<file path="config.mk">
export PLATFORM = sky130hd
export DESIGN_NAME = rev_info_regs
export DESIGN_NICKNAME = d
export VERILOG_FILES = /design/src/rcl_clamp.v /design/src/info_pack.v /design/src/rev_info_regs.v
export VERILOG_INCLUDE_DIRS = /design/src /design/src/inc
export SDC_FILE = /design/constraint.sdc
export NUM_CORES = 1
export LEC_CHECK = 0
export BUFFER_PORTS_ARGS = -buffer_cell sky130_fd_sc_hd__buf_2
export CAP_MARGIN = 0
export CORE_UTILIZATION = 46
export CTS_CLUSTER_DIAMETER = 100
export DETAILED_ROUTE_END_ITERATION = 8
export MAX_ROUTING_LAYER = met4
export PLACE_DENSITY = 0.91
export SLEW_MARGIN = 20
export SYNTH_ARGS = -nofsm -noshare
export SYNTH_HDL_FRONTEND = slang
export SYNTH_SLANG_ARGS = --single-unit
export TNS_END_PERCENT = 20
</file>
<file path="constraint.sdc">
create_clock -name core_clk_i -period 2.9 [get_ports core_clk_i]
set_clock_uncertainty 0.1 [all_clocks]
set_input_delay 0.58 -clock core_clk_i [delete_from_list [all_inputs] [get_ports core_clk_i]]
set_output_delay 0.58 -clock core_clk_i [all_outputs]
set_load 0.01 [all_outputs]
</file>
<file path="src/inc/rev_info_map.vh">
// Command codes, field positions and limits of the reverse limit and information registers
`ifndef REV_INFO_MAP_VH
`define REV_INFO_MAP_VH

// Command codes
`define CMD_INFO_STATUS      8'h3A
`define CMD_REV_CUR_LIMIT    8'h4A

// Reverse current limit field
`define RCL_LSB              7
`define RCL_MSB              12
`define RCL_WIDTH            6
`define RCL_MAX_CODE         6'h20
`define RCL_RESET_CODE       6'h00
`define RCL_STEP_MA          128

// Information fields
`define INF_STRAP_LSB        0
`define INF_TRICKLE_BIT      4
`define INF_MODE_LSB         5
`define INF_STATE_LSB        7
`define INF_LOW_RAIL_BIT     10
`define INF_DISCH_BIT        11
`define INF_ADP_BIT          12
`define INF_LOOP_LSB         13
`define INF_REF_BIT          15

// Reset values and zero padding of the limit word
`define STRAP_RESET          4'h0
`define WORD_ZERO            16'h0000
`define MA_ZERO              13'h0000
`define RCL_PAD_LO           7'h00
`define RCL_PAD_HI           3'h0

`endif

</file>
<file path="src/rcl_clamp.v">
// Keeps the valid bits of a written current word and clamps them to the maximum code
`timescale 1ns/1ps
`default_nettype none
`include "rev_info_map.vh"

module rcl_clamp (
	// Written word
	input  wire [15:0]           wr_word_i,
	// Stored field, clamped
	output wire [`RCL_WIDTH-1:0] field_o
);
	wire [`RCL_WIDTH-1:0] raw;

	// Only bits 12..7 survive; others are dropped
	assign raw     = wr_word_i[`RCL_MSB:`RCL_LSB]; // RULE2
	// Any code above the top step is held at the top step
	assign field_o = (raw > `RCL_MAX_CODE) ? `RCL_MAX_CODE : raw; // RULE3
endmodule // rcl_clamp
`default_nettype wire

</file>
<file path="src/info_pack.v">
// Packs live status fields into the 16-bit information word
`timescale 1ns/1ps
`default_nettype none
`include "rev_info_map.vh"

module info_pack (
	// Status fields
	input  wire [3:0]  strap_i,
	input  wire        trickle_i,
	input  wire [1:0]  mode_i,
	input  wire [2:0]  state_i,
	input  wire        low_rail_i,
	input  wire        discharge_i,
	input  wire        adapter_i,
	input  wire [1:0]  loop_i,
	input  wire        ref_i,
	// Packed word
	output wire [15:0] word_o
);
	// Field order from bit 15 downward
	assign word_o = {ref_i, loop_i, adapter_i, discharge_i, low_rail_i,
		state_i, mode_i, trickle_i, strap_i};
endmodule // info_pack
`default_nettype wire

</file>
<file path="src/rev_info_regs.v">
// Reverse current limit register and read-only information register
// What this block does
// RULE1 - Write-word at command 0x4A updates the reverse current limit register.
// RULE2 - Only bits 12..7 of the written word are stored; rest discarded.
// RULE3 - Stored limit is clamped so it never exceeds the 4096mA code.
// RULE4 - Limit bits 7..12 weigh 128 to 4096 mA; milliamp value is reported.
// RULE5 - A 16-bit read-only information register answers at command 0x3A.
// RULE6 - Bits 3..0 report the strap-resistor configuration code.
// RULE7 - Battery-only: strap code shown only after sampling with power monitor enabled.
// RULE8 - Bit 4 is high while trickle charging is active.
// RULE9 - Bits 6..5 report power-stage mode: step-down, step-up, both, reverse.
// RULE10 - Bits 9..7 report the state-machine state code.
// RULE11 - Bit 10 reports the low system-rail throttle trip.
// RULE12 - Bit 11 reports the battery-discharge throttle trip.
// RULE13 - Bit 12 reports the adapter-current throttle trip.
// RULE14 - Bits 14..13 report the active regulation loop.
// RULE15 - Bit 15 is high while the internal reference is active.
// RULE16 - Writes to the information command change no reported field.
`timescale 1ns/1ps
`default_nettype none
`include "rev_info_map.vh"

module rev_info_regs (
	// Clock and reset
	input  wire        core_clk_i,
	input  wire        rst_n_i,
	// Register access from the serial bus engine
	input  wire        wr_stb_i,
	input  wire        rd_stb_i,
	input  wire [7:0]  cmd_i,
	input  wire [15:0] wr_data_i,
	output reg  [15:0] rd_data_o,
	output reg         rd_hit_o,
	// Live status from the charger core
	input  wire [3:0]  config_strap_pin_i,
	input  wire        battery_only_i,
	input  wire        system_power_monitor_en_i,
	input  wire        trickle_active_i,
	input  wire [1:0]  stage_mode_i,
	input  wire [2:0]  charger_state_i,
	input  wire        low_rail_throttle_i,
	input  wire        discharge_throttle_i,
	input  wire        adapter_current_throttle_i,
	input  wire [1:0]  active_loop_i,
	input  wire        reference_active_i,
	// Reverse current limit toward the power stage
	output reg  [15:0] reverse_current_limit_o,
	output reg  [12:0] reverse_limit_ma_o
);
	reg  [`RCL_WIDTH-1:0] rcl_ff;
	reg  [3:0]            strap_ff;
	reg                   strap_valid_ff;
	reg  [3:0]            nxt_strap;
	reg                   nxt_strap_valid;
	wire [`RCL_WIDTH-1:0] rcl_clamped;
	wire [15:0]           info_word;
	wire [3:0]            strap_shown;

	// Milliamp weight of a limit code, 128 mA per step
	function [12:0] code_to_ma;
		input [`RCL_WIDTH-1:0] code;
		begin
			code_to_ma = {code, `RCL_PAD_LO}; // RULE4
		end
	endfunction

	// Field filter and clamp for incoming limit words
	rcl_clamp u_clamp (
		.wr_word_i (wr_data_i),
		.field_o   (rcl_clamped)
	);

	// Limit register; only its own command code updates it
	always @(posedge core_clk_i) begin
		if (!rst_n_i) begin
			rcl_ff <= `RCL_RESET_CODE;
		end else if (wr_stb_i && cmd_i == `CMD_REV_CUR_LIMIT) begin // RULE1
			rcl_ff <= rcl_clamped; // RULE2 RULE3
		end
	end

	// Strap capture: with an adapter the code is valid at once; on battery
	// alone it waits for the power monitor, since the strap is read then
	always @* begin
		nxt_strap       = strap_ff;
		nxt_strap_valid = strap_valid_ff;
		if (!battery_only_i || system_power_monitor_en_i) begin // RULE7
			nxt_strap       = config_strap_pin_i;
			nxt_strap_valid = 1'b1;
		end
	end

	always @(posedge core_clk_i) begin
		if (!rst_n_i) begin
			strap_ff       <= `STRAP_RESET;
			strap_valid_ff <= 1'b0;
		end else begin
			strap_ff       <= nxt_strap;
			strap_valid_ff <= nxt_strap_valid;
		end
	end

	// Unsampled strap reads as zero, not stale pin state
	assign strap_shown = strap_valid_ff ? strap_ff : `STRAP_RESET; // RULE6 RULE7

	// Status word built from live inputs and the registered strap code; no write path exists into it
	info_pack u_pack (
		.strap_i     (strap_shown),
		.trickle_i   (trickle_active_i), // RULE8
		.mode_i      (stage_mode_i), // RULE9
		.state_i     (charger_state_i), // RULE10
		.low_rail_i  (low_rail_throttle_i), // RULE11
		.discharge_i (discharge_throttle_i), // RULE12
		.adapter_i   (adapter_current_throttle_i), // RULE13
		.loop_i      (active_loop_i), // RULE14
		.ref_i       (reference_active_i), // RULE15
		.word_o      (info_word)
	);

	// Read mux and registered outputs; unknown commands read zero with no hit
	always @(posedge core_clk_i) begin
		if (!rst_n_i) begin
			rd_data_o               <= `WORD_ZERO;
			rd_hit_o                <= 1'b0;
			reverse_current_limit_o <= `WORD_ZERO;
			reverse_limit_ma_o      <= `MA_ZERO;
		end else begin
			reverse_current_limit_o <= {`RCL_PAD_HI, rcl_ff, `RCL_PAD_LO};
			reverse_limit_ma_o      <= code_to_ma(rcl_ff); // RULE4
			rd_hit_o                <= 1'b0;
			if (rd_stb_i) begin
				case (cmd_i)
					`CMD_INFO_STATUS: begin
						rd_data_o <= info_word; // RULE5 RULE16
						rd_hit_o  <= 1'b1;
					end
					`CMD_REV_CUR_LIMIT: begin
						rd_data_o <= {`RCL_PAD_HI, rcl_ff, `RCL_PAD_LO};
						rd_hit_o  <= 1'b1;
					end
					default: begin
						rd_data_o <= `WORD_ZERO;
					end
				endcase
			end
		end
	end
endmodule // rev_info_regs
`default_nettype wire

</file>
==> summary.txt, run 1 <==
Run status
  – Outcome: completed

Die
  – Initial Utilization: 0.489
  – Row Count: 20
  – I/O pin total: 92
  – Die area: 3500 um^2
  – Die Y: 59.2 um
  – Floorplan core area: 3080 um^2
  – Die width: 59.2 um

Worst setup path
  – Max Fanout on Critical Path: 8
  – Worst setup path start: cmd_i[1]
  – CP Capture Type: register
  – FF-to-FF Start: strap_valid_ff$_SDFFE_PN0P_
  – CP arrival: 1.79 ns
  – Req. time, crit path: 3.06 ns
  – Startpoint Class: input pin
  – Setup CP Type: in2reg

Yosys
  – Area leader, netlist: dfxtp_1
  – Synth Register Bits: 34
  – Ys Warns: 0
  – Avg Inst Size Synth: 9.89 um^2
  – Yosys cell types: 27
  – Cells after synthesis: 152
  – Share of the yosys chip area belonging to registers: 0.453
  – Share of the synthesized area in the top cell type: 0.453
  – Synth top area cells: dfxtp_1 (45%), buf_4 (11%), mux2i_1 (6.7%), a22o_1 (5.8%), nand2_1 (4.7%)
  – Synthesized area: 1500 um^2

Detailed routing
  – Post-Route WL: 3100 um
  – Routed length on met3: 192 um
  – Pre-antenna DRT Iters: 4
  – WL met1: 1350 um
  – Drt via density: 4.89
  – Uppermost routed layer: met4
  – Post-route ant nets: 0
  – Starting DRT DRC Count: 24
  – DR DRC count: 0
  – Via Count: 1236
  – Avg WL per Cell: 12.2 um
  – Met2 WL: 1450 um

Power and ir drop
  – PD cells: 489 nW/um^2
  – Peak supply drop: 0.237 mV
  – Logic gate share of total power: 0.086
  – Sw frac: 0.230
  – Clock share of power: 0.378
  – Cell Int Power: 682 uW
  – Switching pwr: 203 uW
  – Leakage: 0.977 nW
  – Part of the power in registers: 0.535

Finish
  – Antenna cells: 0
  – Fillers: 296
  – Fin area: 1810 um^2
  – Share of layout cells above drive strength 1: 0.368
  – Area grow syn2layout: 20.5%
  – Commonest non-fill, non-tap cell in the layout: buf_2
  – Commonest non-fill, non-tap cells in the layout: buf_2 (64), dfxtp_1 (34), nand2_1 (19)
  – Total Nets Final: 254

CTS
  – CTS-repair resized insts: 0
  – Hold buffer count at cts: 0
  – Root Driver: clkbuf_4
  – Total CTS buffers: 5
  – Post-CTS setup buffer count: 0
  – CTS tree: built
  – H-Tree Depth: 2
  – CTS Buffer Depth: 2
  – Worst-Skew Late Latency: 0.33 ns
  – CTS clock-pin slew for the worst setup and hold paths: 0.11 ns
  – CTS sink cnt: 34

STA
  – Maximum operating frequency: 0.611 GHz
  – Finish-stage setup viols: 0
  – Final Max Slew Viols: 0
  – Final Hold Violating Endpoints: 0
  – Least-Margin Pin Slew: 0.632 ns
  – Max-slew headroom: 0.578
  – Final Cycle Share: 0.564
  – Final TNS setup: 0 ns
  – Unrepaired setup endpoints after global routing: no
  – Final Critical Period: 1.64 ns
  – Hold_ws: 0.362 ns

Run
  – Maxcap violations: 0

GRT
  – Remaining Overflow, GRT: 0
  – Initial antenna violation count: 0
  – First-pass GRT wire length: 4950 um
  – Vias in the first global route: 1106
  – Gr usage total: 0.201
  – Largest net degree at the start of global routing: 29

Place
  – Final GP Congestion: 0.764
  – HPWL after detailed placement: 2310 um
  – Cell Area, Placed: 1730 um^2
  – Buffers on Ports: 64

Worst hold path
  – Worst hold path class: reg2reg
  – Hold Crit Start: rcl_ff[1]$_SDFFE_PN0P_
[cells by family after synthesis]
group                  share of synthesized area
buffers and inverters                      0.154
AND/OR/NAND/NOR                            0.191
multiplexers                              0.0666
other                                    0.00249
AO/OA/AOI/OAI                              0.133
flip-flops                                 0.453
[area by class of cell]
class | instances | area (um^2) | area share
flip-flops and latches | 34 | 681 | 0.376
multi-input cells | 96 | 652 | 0.360
repair buffers | 64 | 320 | 0.177
well taps | 44 | 55.1 | 0.0304
clock inverters | 3 | 40.0 | 0.0221
clock buffers | 5 | 37.5 | 0.0207
inverters | 7 | 26.3 | 0.0145
[synth_stat cells]
| library cell | number |
|---|---|
| a21boi_1 | 6 |
| a22o_1 | 10 |
| a32o_1 | 6 |
| and2_1 | 1 |
| and3b_1 | 1 |
| and4_1 | 1 |
| and4b_1 | 1 |
| buf_2 | 2 |
| buf_4 | 23 |
| clkbuf_1 | 6 |
| conb_1 | 1 |
| dfxtp_1 | 34 |
| inv_1 | 7 |
| mux2i_1 | 10 |
| nand2_1 | 19 |
| nand2b_1 | 2 |
| nand3_2 | 1 |
| nand4_1 | 6 |
| nor2_1 | 1 |
| nor2b_1 | 7 |
| nor3_4 | 1 |
| nor3b_2 | 1 |
| nor3b_4 | 1 |
| nor4_1 | 1 |
| nor4bb_1 | 1 |
| o21a_1 | 1 |
| or3b_4 | 1 |
[worst max-delay path, cell delays in order]
cell	delay (ns)
buf_2	0.09
nor2b_1	0.52
nand3_2	0.35
mux2i_1	0.25
[metal layers]
metal,track usage,up-vias
li1,-,597
met1,0.247,571
met2,0.289,56
met3,0.0633,12
met4,0.116,0
met5,-,-
[registers in the layout, indices dropped and copies added, names as in the netlist]
register and count:
rd_data_o 16, strap_ff 4, rd_hit_o 1, rcl_ff 6, reverse_limit_ma_o 6, strap_valid_ff 1
[final timing paths]
path | to | cells past startpoint | slack, ns
worst max-delay path | rcl_ff[3]$_SDFFE_PN0P_ | 4 | 1.26
worst max register to register | rd_data_o[2]$_SDFFE_PN0P_ | 3 | 1.84
worst min-delay path | reverse_limit_ma_o[8]$_SDFF_PN0_ | 2 | 0.36
worst min register to register | reverse_limit_ma_o[8]$_SDFF_PN0_ | 2 | 0.36
[power groups by stage]
stage / Combinational, mW / Sequential (mW) / Clock (mW)
2_1_floorplan: 0.0615 / 0.484 / 0
3_3_place_gp: 0.0747 / 0.484 / 0
3_5_place_dp: 0.0760 / 0.485 / 0
4_1_cts: 0.0764 / 0.474 / 0.342
5_1_grt: 0.0846 / 0.475 / 0.370
6_report: 0.0763 / 0.474 / 0.335
[stage by stage]
step,util,worst slack (ns),instances,power [mW]
final,0.589,1.26,253,0.885
after global routing,0.589,1.20,253,0.929
after CTS,0.589,1.26,253,0.892
after detailed placement,0.563,0.912,245,0.561
after global placement,0.563,0.955,245,0.559
after floorplan,-,1.39,168,0.546
Note: power is estimated with default switching activity, not from simulation.
==> run 2: changes to the inputs <==
--- a/config.mk
+++ b/config.mk
@@ -8,11 +8,11 @@
 export LEC_CHECK = 0
 export BUFFER_PORTS_ARGS = -buffer_cell sky130_fd_sc_hd__buf_2
 export CAP_MARGIN = 0
-export CORE_UTILIZATION = 46
+export CORE_UTILIZATION = 42
 export CTS_CLUSTER_DIAMETER = 100
 export DETAILED_ROUTE_END_ITERATION = 8
 export MAX_ROUTING_LAYER = met4
-export PLACE_DENSITY = 0.91
+export PLACE_DENSITY = 0.84
 export SLEW_MARGIN = 20
 export SYNTH_ARGS = -nofsm -noshare
 export SYNTH_HDL_FRONTEND = slang
==> constraint.sdc (replaced) <==
create_clock -name core_clk_i -period 1.6 [get_ports core_clk_i]
set_clock_uncertainty 0.1 [all_clocks]
set_input_delay 0.32 -clock core_clk_i [delete_from_list [all_inputs] [get_ports core_clk_i]]
set_output_delay 0.32 -clock core_clk_i [all_outputs]
set_load 0.01 [all_outputs]
==> summary.txt, run 2 (synthesis gave the netlist of run 1 again) <==
STA
  – Unrepaired setup endpoints after global routing: no (unchanged)
  – Final TNS setup: 0 ns (unchanged)
  – Final Cycle Share: 0.787
  – Maximum operating frequency: 0.794 GHz
  – Finish-stage setup viols: 0 (unchanged)
  – Final Hold Violating Endpoints: 0 (unchanged)
  – Final Critical Period: 1.26 ns
  – Final Max Slew Viols: 0 (unchanged)

Worst setup path
  – Startpoint Class: register (was input pin)
  – Worst setup path start: rd_data_o[1]$_SDFFE_PN0P_ (was cmd_i[1])
  – Worst path depth: 1 (was 4)
  – Req. time, crit path: 1.18 ns (was 3.06 ns)
  – Max Fanout on Critical Path: 2 (was 8)
  – CP max stage delay: 0.37 ns (was 0.52 ns)
  – FF-to-FF Start: strap_valid_ff$_SDFFE_PN0P_ (unchanged)
  – R2r endpoint: rd_data_o[1]$_SDFFE_PN0P_ (was rd_data_o[2]$_SDFFE_PN0P_)
  – Slowest stage cell on the critical path: dfxtp_1 (was nor2b_1)
  – R2r setup slk: 0.55 ns (was 1.84 ns)
  – Crit path buffers/inverters: 1 (unchanged)
  – Setup CP Type: reg2out (was in2reg)
  – FF-to-FF path depth: 3 (unchanged)
  – Crit-path cells: buf_2 (was buf_2, nor2b_1, nand3_2, mux2i_1)
  – CP Capture Type: output pin (was register)
  – Largest delay share family, worst path: flip-flops (was simple AND/OR/NAND/NOR gates)
  – CP arrival: 0.84 ns (was 1.79 ns)
  – Critical Path End: rd_data_o[1] (was rcl_ff[3]$_SDFFE_PN0P_)

Die
  – Initial Utilization: 0.444 (was 0.489)
  – Die area: 3820 um^2 (was 3500 um^2)
  – Floorplan core area: 3390 um^2 (was 3080 um^2)
  – Die width: 61.8 um (was 59.2 um)
  – Die Y: 61.8 um (was 59.2 um)
  – I/O pin total: 92 (unchanged)
  – Row Count: 21 (was 20)

Power and ir drop
  – PD cells: 863 nW/um^2 (was 489 nW/um^2)
  – Leakage: 0.992 nW (was 0.977 nW)
  – Clock share of power: 0.368 (was 0.378)
  – Switching pwr: 368 uW (was 203 uW)
  – Part of the power in registers: 0.542 (was 0.535)
  – Peak supply drop: 0.488 mV (was 0.237 mV)
  – Sw frac: 0.232 (was 0.230)
  – Logic gate share of total power: 0.090 (was 0.086)
  – Total power: 1.59 mW (was 885 uW)
  – Cell Int Power: 1.22 mW (was 682 uW)

CTS
  – CTS clock-pin slew for the worst setup and hold paths: 0.10 ns (was 0.11 ns)
  – Total CTS buffers: 5 (unchanged)
  – Root Driver: clkbuf_4 (unchanged)
  – CTS sink cnt: 34 (unchanged)
  – Worst-Skew Late Latency: 0.33 ns (about the same)
  – CTS-repair resized insts: 0 (unchanged)
  – H-Tree Depth: 2 (unchanged)
  – CTS tree: built (unchanged)
  – Post-CTS setup buffer count: 0 (unchanged)
  – CTS Buffer Depth: 2 (unchanged)
  – Hold buffer count at cts: 0 (unchanged)

Worst hold path
  – Worst hold path class: in2reg (was reg2reg)

Finish
  – Total Nets Final: 257 (was 254)
  – Largest regs: rd_data_o: 16 flops, rcl_ff: 6 flops, reverse_limit_ma_o: 6 flops (unchanged)
  – Max FFs per register: 16 (unchanged)
  – Antenna cells: 0 (unchanged)
  – Share of layout cells above drive strength 1: 0.377 (was 0.368)
  – Area grow syn2layout: 22.2% (was 20.5%)
  – Register area: 681 um^2 (unchanged)
  – Biggest register: rd_data_o (unchanged)
  – Area of the multi-input gates: 652 um^2 (unchanged)
  – Fillers: 326 (was 296)
  – Commonest non-fill, non-tap cell in the layout: buf_2 (unchanged)
  – Commonest non-fill, non-tap cells in the layout: buf_2 (64), dfxtp_1 (34), nand2_1 (19) (unchanged)

Run status
  – Outcome: completed (unchanged)

Detailed routing
  – Post-route ant nets: 0 (unchanged)
  – DR DRC count: 0 (unchanged)
  – Starting DRT DRC Count: 39 (was 24)
  – Via Count: 1216 (was 1236)
  – Pre-antenna DRT Iters: 6 (was 4)
  – Drt via density: 4.71 (was 4.89)
  – Avg WL per Cell: 11.9 um (was 12.2 um)
  – Post-Route WL: 3060 um (was 3100 um)

GRT
  – Gr usage total: 0.174 (was 0.201)
  – Largest net degree at the start of global routing: 17 (was 29)
  – Initial antenna violation count: 0 (unchanged)
  – Remaining Overflow, GRT: 0 (unchanged)
  – First-pass GRT wire length: 4480 um (was 4950 um)
  – Vias in the first global route: 1021 (was 1106)

Run
  – Maxcap violations: 0 (unchanged)

Place
  – Final GP Congestion: 0.815 (was 0.764)
  – Buffers on Ports: 64 (unchanged)
  – HPWL after detailed placement: 2290 um (was 2310 um)
==> run 2: layout make-up <==
class / instances / area share
multi-input combinational: 96 / 0.355
tap: 46 / 0.0313
timing repair buffer: 67 / 0.187
clock buffer: 8 / 0.0429
sequential: 34 / 0.370
inverter: 7 / 0.0143
==> run 2: through the flow <==
stage / hold slack [ns] / setup slack (ns) / utilization / area [um^2] / cells
2_1_floorplan: 0.328 / 0.346 / - / 1560 / 168
3_3_place_gp: 0.341 / 0.0872 / 0.519 / 1760 / 250
3_5_place_dp: 0.348 / 0.0939 / 0.519 / 1760 / 250
4_1_cts: 0.106 / 0.333 / 0.542 / 1840 / 258
5_1_grt: 0.107 / 0.304 / 0.542 / 1840 / 258
6_report: 0.116 / 0.341 / 0.542 / 1840 / 258
==> run 2: metal layers <==
| metal | vias up | track usage | part of all wire |
|---|---|---|---|
| met5 | - | - | 0 |
| met4 | 0 | 0.0794 | 0.018 |
| met3 | 7 | 0.0642 | 0.073 |
| met2 | 54 | 0.280 | 0.50 |
| met1 | 553 | 0.192 | 0.41 |
| li1 | 602 | - | - |
==> run 2: worst reg2reg max path, cell delays in order (launching register included) <==
cell and delay (ns):
dfxtp_1 0.32, and2_1 0.12, and4_1 0.23, a22o_1 0.19
==> run 2: power by group through the flow <==
stage | clock [mW] | sequential, mW | combinational [mW]
after CTS | 0.597 | 0.859 | 0.144
after global placement | 0 | 0.878 | 0.142
after floorplan | 0 | 0.877 | 0.111
final | 0.583 | 0.859 | 0.143
after global routing | 0.626 | 0.860 | 0.161
after detailed placement | 0 | 0.879 | 0.143
==> run 2: worst min-delay path by stage <==
stage	from	endpoint	depth (start not counted)
6_report	wr_data_i[9]	rcl_ff[2]$_SDFFE_PN0P_	3
5_1_grt	wr_data_i[11]	rcl_ff[4]$_SDFFE_PN0P_	3
4_1_cts	wr_data_i[11]	rcl_ff[4]$_SDFFE_PN0P_	3
3_5_place_dp	rcl_ff[3]$_SDFFE_PN0P_	reverse_limit_ma_o[10]$_SDFF_PN0_	2
3_3_place_gp	strap_valid_ff$_SDFFE_PN0P_	strap_valid_ff$_SDFFE_PN0P_	1
2_1_floorplan	rcl_ff[3]$_SDFFE_PN0P_	reverse_limit_ma_o[10]$_SDFF_PN0_	2
==> run 3: changes to the inputs <==
==> constraint.sdc (replaced) <==
create_clock -name core_clk_i -period 1.2 [get_ports core_clk_i]
set_clock_uncertainty 0.1 [all_clocks]
set_input_delay 0.24 -clock core_clk_i [delete_from_list [all_inputs] [get_ports core_clk_i]]
set_output_delay 0.24 -clock core_clk_i [all_outputs]
set_load 0.01 [all_outputs]
==> summary.txt, run 3 (synthesis gave the netlist of run 1 again) <==
Run status
  – Outcome: completed (unchanged)

Power and ir drop
  – Cell Int Power: 1.46 mW (was 1.22 mW)
  – Peak supply drop: 0.428 mV (was 0.488 mV)
  – Clock share of power: 0.287 (was 0.368)
  – Sw frac: 0.233 (was 0.232)
  – Logic gate share of total power: 0.113 (was 0.090)
  – Part of the power in registers: 0.600 (was 0.542)
  – PD cells: 1010 nW/um^2 (was 863 nW/um^2)
  – Leakage: 1.02 nW (was 0.992 nW)
  – Switching pwr: 445 uW (was 368 uW)

Detailed routing
  – Post-route ant nets: 0 (unchanged)
  – Post-Route WL: 3030 um (was 3060 um)
  – Avg WL per Cell: 11.4 um (was 11.9 um)
  – Via Count: 1254 (was 1216)
  – DR DRC count: 0 (unchanged)
  – Starting DRT DRC Count: 28 (was 39)
  – Drt via density: 4.73 (was 4.71)
  – Pre-antenna DRT Iters: 4 (was 6)

STA
  – Final Critical Period: 1.13 ns
  – Maximum operating frequency: 0.883 GHz
  – Final TNS setup: 0 ns (unchanged)
  – Hold_ws: 0.0545 ns (was 0.116 ns)
  – Final Max Slew Viols: 0 (unchanged)
  – Final Hold Violating Endpoints: 0 (unchanged)
  – Finish-stage setup viols: 0 (unchanged)
  – Final Cycle Share: 0.944
  – Unrepaired setup endpoints after global routing: no (unchanged)

GRT
  – Gr usage total: 0.174 (about the same)
  – Initial antenna violation count: 0 (unchanged)
  – Vias in the first global route: 1088 (was 1021)
  – Remaining Overflow, GRT: 0 (unchanged)
  – First-pass GRT wire length: 4580 um (was 4480 um)
  – Largest net degree at the start of global routing: 13 (was 17)

Finish
  – Total Nets Final: 265 (was 257)
  – Commonest non-fill, non-tap cell in the layout: buf_2 (unchanged)
  – Antenna cells: 0 (unchanged)
  – Biggest register: rd_data_o (unchanged)
  – Fin area: 1880 um^2 (was 1840 um^2)
  – Filler-free cell count of the finished design: 265 (was 258)
  – Fillers: 322 (was 326)
  – Commonest non-fill, non-tap cells in the layout: buf_2 (64), dfxtp_1 (32), nand2_1 (19) (was buf_2 (64), dfxtp_1 (34), nand2_1 (19))
  – Area grow syn2layout: 25.0% (was 22.2%)
  – Share of layout cells above drive strength 1: 0.397 (was 0.377)
  – Largest regs: rd_data_o: 16 flops, rcl_ff: 6 flops, reverse_limit_ma_o: 6 flops (unchanged)
  – Max FFs per register: 16 (unchanged)

Die
  – Initial Utilization: 0.444 (unchanged)
  – I/O pin total: 92 (unchanged)
  – Row Count: 21 (unchanged)
  – Die Y: 61.8 um (unchanged)
  – Die width: 61.8 um (unchanged)
  – Floorplan core area: 3390 um^2 (unchanged)
  – Die area: 3820 um^2 (unchanged)

Worst setup path
  – Max Fanout on Critical Path: 2 (unchanged)
  – CP max stage delay: 0.35 ns (was 0.37 ns)
  – Startpoint Class: register (unchanged)
  – Slowest stage cell on the critical path: dfxtp_1 (unchanged)
  – Req. time, crit path: 0.86 ns (was 1.18 ns)
  – FF-to-FF Start: strap_valid_ff$_SDFFE_PN0P_ (unchanged)
  – CP Capture Type: output pin (unchanged)
  – Worst setup path start: rd_data_o[8]$_SDFFE_PN0P_ (was rd_data_o[1]$_SDFFE_PN0P_)
  – CP arrival: 0.79 ns (was 0.84 ns)
  – Crit path buffers/inverters: 1 (unchanged)
  – Crit-path cells: buf_2 (unchanged)
  – Largest delay share family, worst path: flip-flops (unchanged)
  – Setup CP Type: reg2out (unchanged)

CTS
  – Post-CTS setup buffer count: 0 (unchanged)
  – CTS Buffer Depth: 2 (unchanged)
  – CTS tree: built (unchanged)
  – Root Driver: clkbuf_4 (unchanged)
  – Hold buffer count at cts: 0 (unchanged)
  – Total CTS buffers: 5 (unchanged)
  – CTS clock-pin slew for the worst setup and hold paths: 0.09 ns (was 0.10 ns)
  – Worst-Skew Late Latency: 0.31 ns (was 0.33 ns)
  – CTS sink cnt: 34 (unchanged)
  – H-Tree Depth: 2 (unchanged)

Run
  – Maxcap violations: 0 (unchanged)

Worst hold path
  – Hold Crit Start: wr_data_i[10] (was wr_data_i[9])
  – Worst hold path class: in2reg (unchanged)

Place
  – HPWL after detailed placement: 2390 um (was 2290 um)
  – Buffers on Ports: 64 (unchanged)
  – Cell Area, Placed: 1830 um^2 (was 1760 um^2)
  – Inst Count DP: 258 (was 250)
  – Final GP Congestion: 0.765 (was 0.815)
-- run 3: changes by cell type in the layout (fill, tap and decap cells not counted) --
cell / previous run / this run
buf_4: 3 / 10
clkbuf_8: 3 / 0
clkbuf_1: 0 / 2
dfxtp_1: 34 / 32
dfxtp_2: 0 / 2
buf_12: 0 / 1
-- run 3: path summary, 6_finish.rpt --
check	to	cells after the start	slack, ns
max	rd_data_o[8]	1	0.07
min	rcl_ff[3]$_SDFFE_PN0P_	3	0.05
max reg2reg	rd_data_o[0]$_SDFFE_PN0P_	3	0.15
min reg2reg	rd_data_o[15]$_SDFFE_PN0P_	2	0.36
-- run 3: area by class of cell --
cell class                 count  area [um^2]  area share
sequential                    34          683       0.364
inverter                       7         26.3      0.0140
tap                           46         57.6      0.0306
multi-input combinational     96          652       0.347
timing repair buffer          75          415       0.221
clock buffer                   7         45.0      0.0240
-- run 3: what timing repair did --
action / in CTS / in global routing
endpoints found under the setup margin: 0 / 2
resized for setup: 0 / 2
hold endpoints to repair: 0 / 0
-- run 3: routing by layer --
layer,wire (um),global-route usage,up-vias
met5,0,-,-
met4,54,0.0762,0
met3,164,0.0663,4
met2,1470,0.289,42
met1,1330,0.184,586
li1,-,-,622
-- run 3: power groups by stage --
stage / Clock [mW] / Combinational, mW / Sequential, mW
finish: 0.547 / 0.215 / 1.15
global route: 0.613 / 0.240 / 1.15
CTS: 0.569 / 0.215 / 1.15
detailed placement: 0 / 0.214 / 1.17
global placement: 0 / 0.212 / 1.17
floorplan: 0 / 0.149 / 1.17
-- run 3: metrics by stage --
stage	total power [mW]	setup slack (ns)	util
final	1.91	0.0672	0.554
after global routing	2.00	0.00746	0.554
after CTS	1.93	0.0490	0.554
after detailed placement	1.39	-0.206	0.540
after global placement	1.38	-0.190	0.540
after floorplan	1.32	0.0259	-
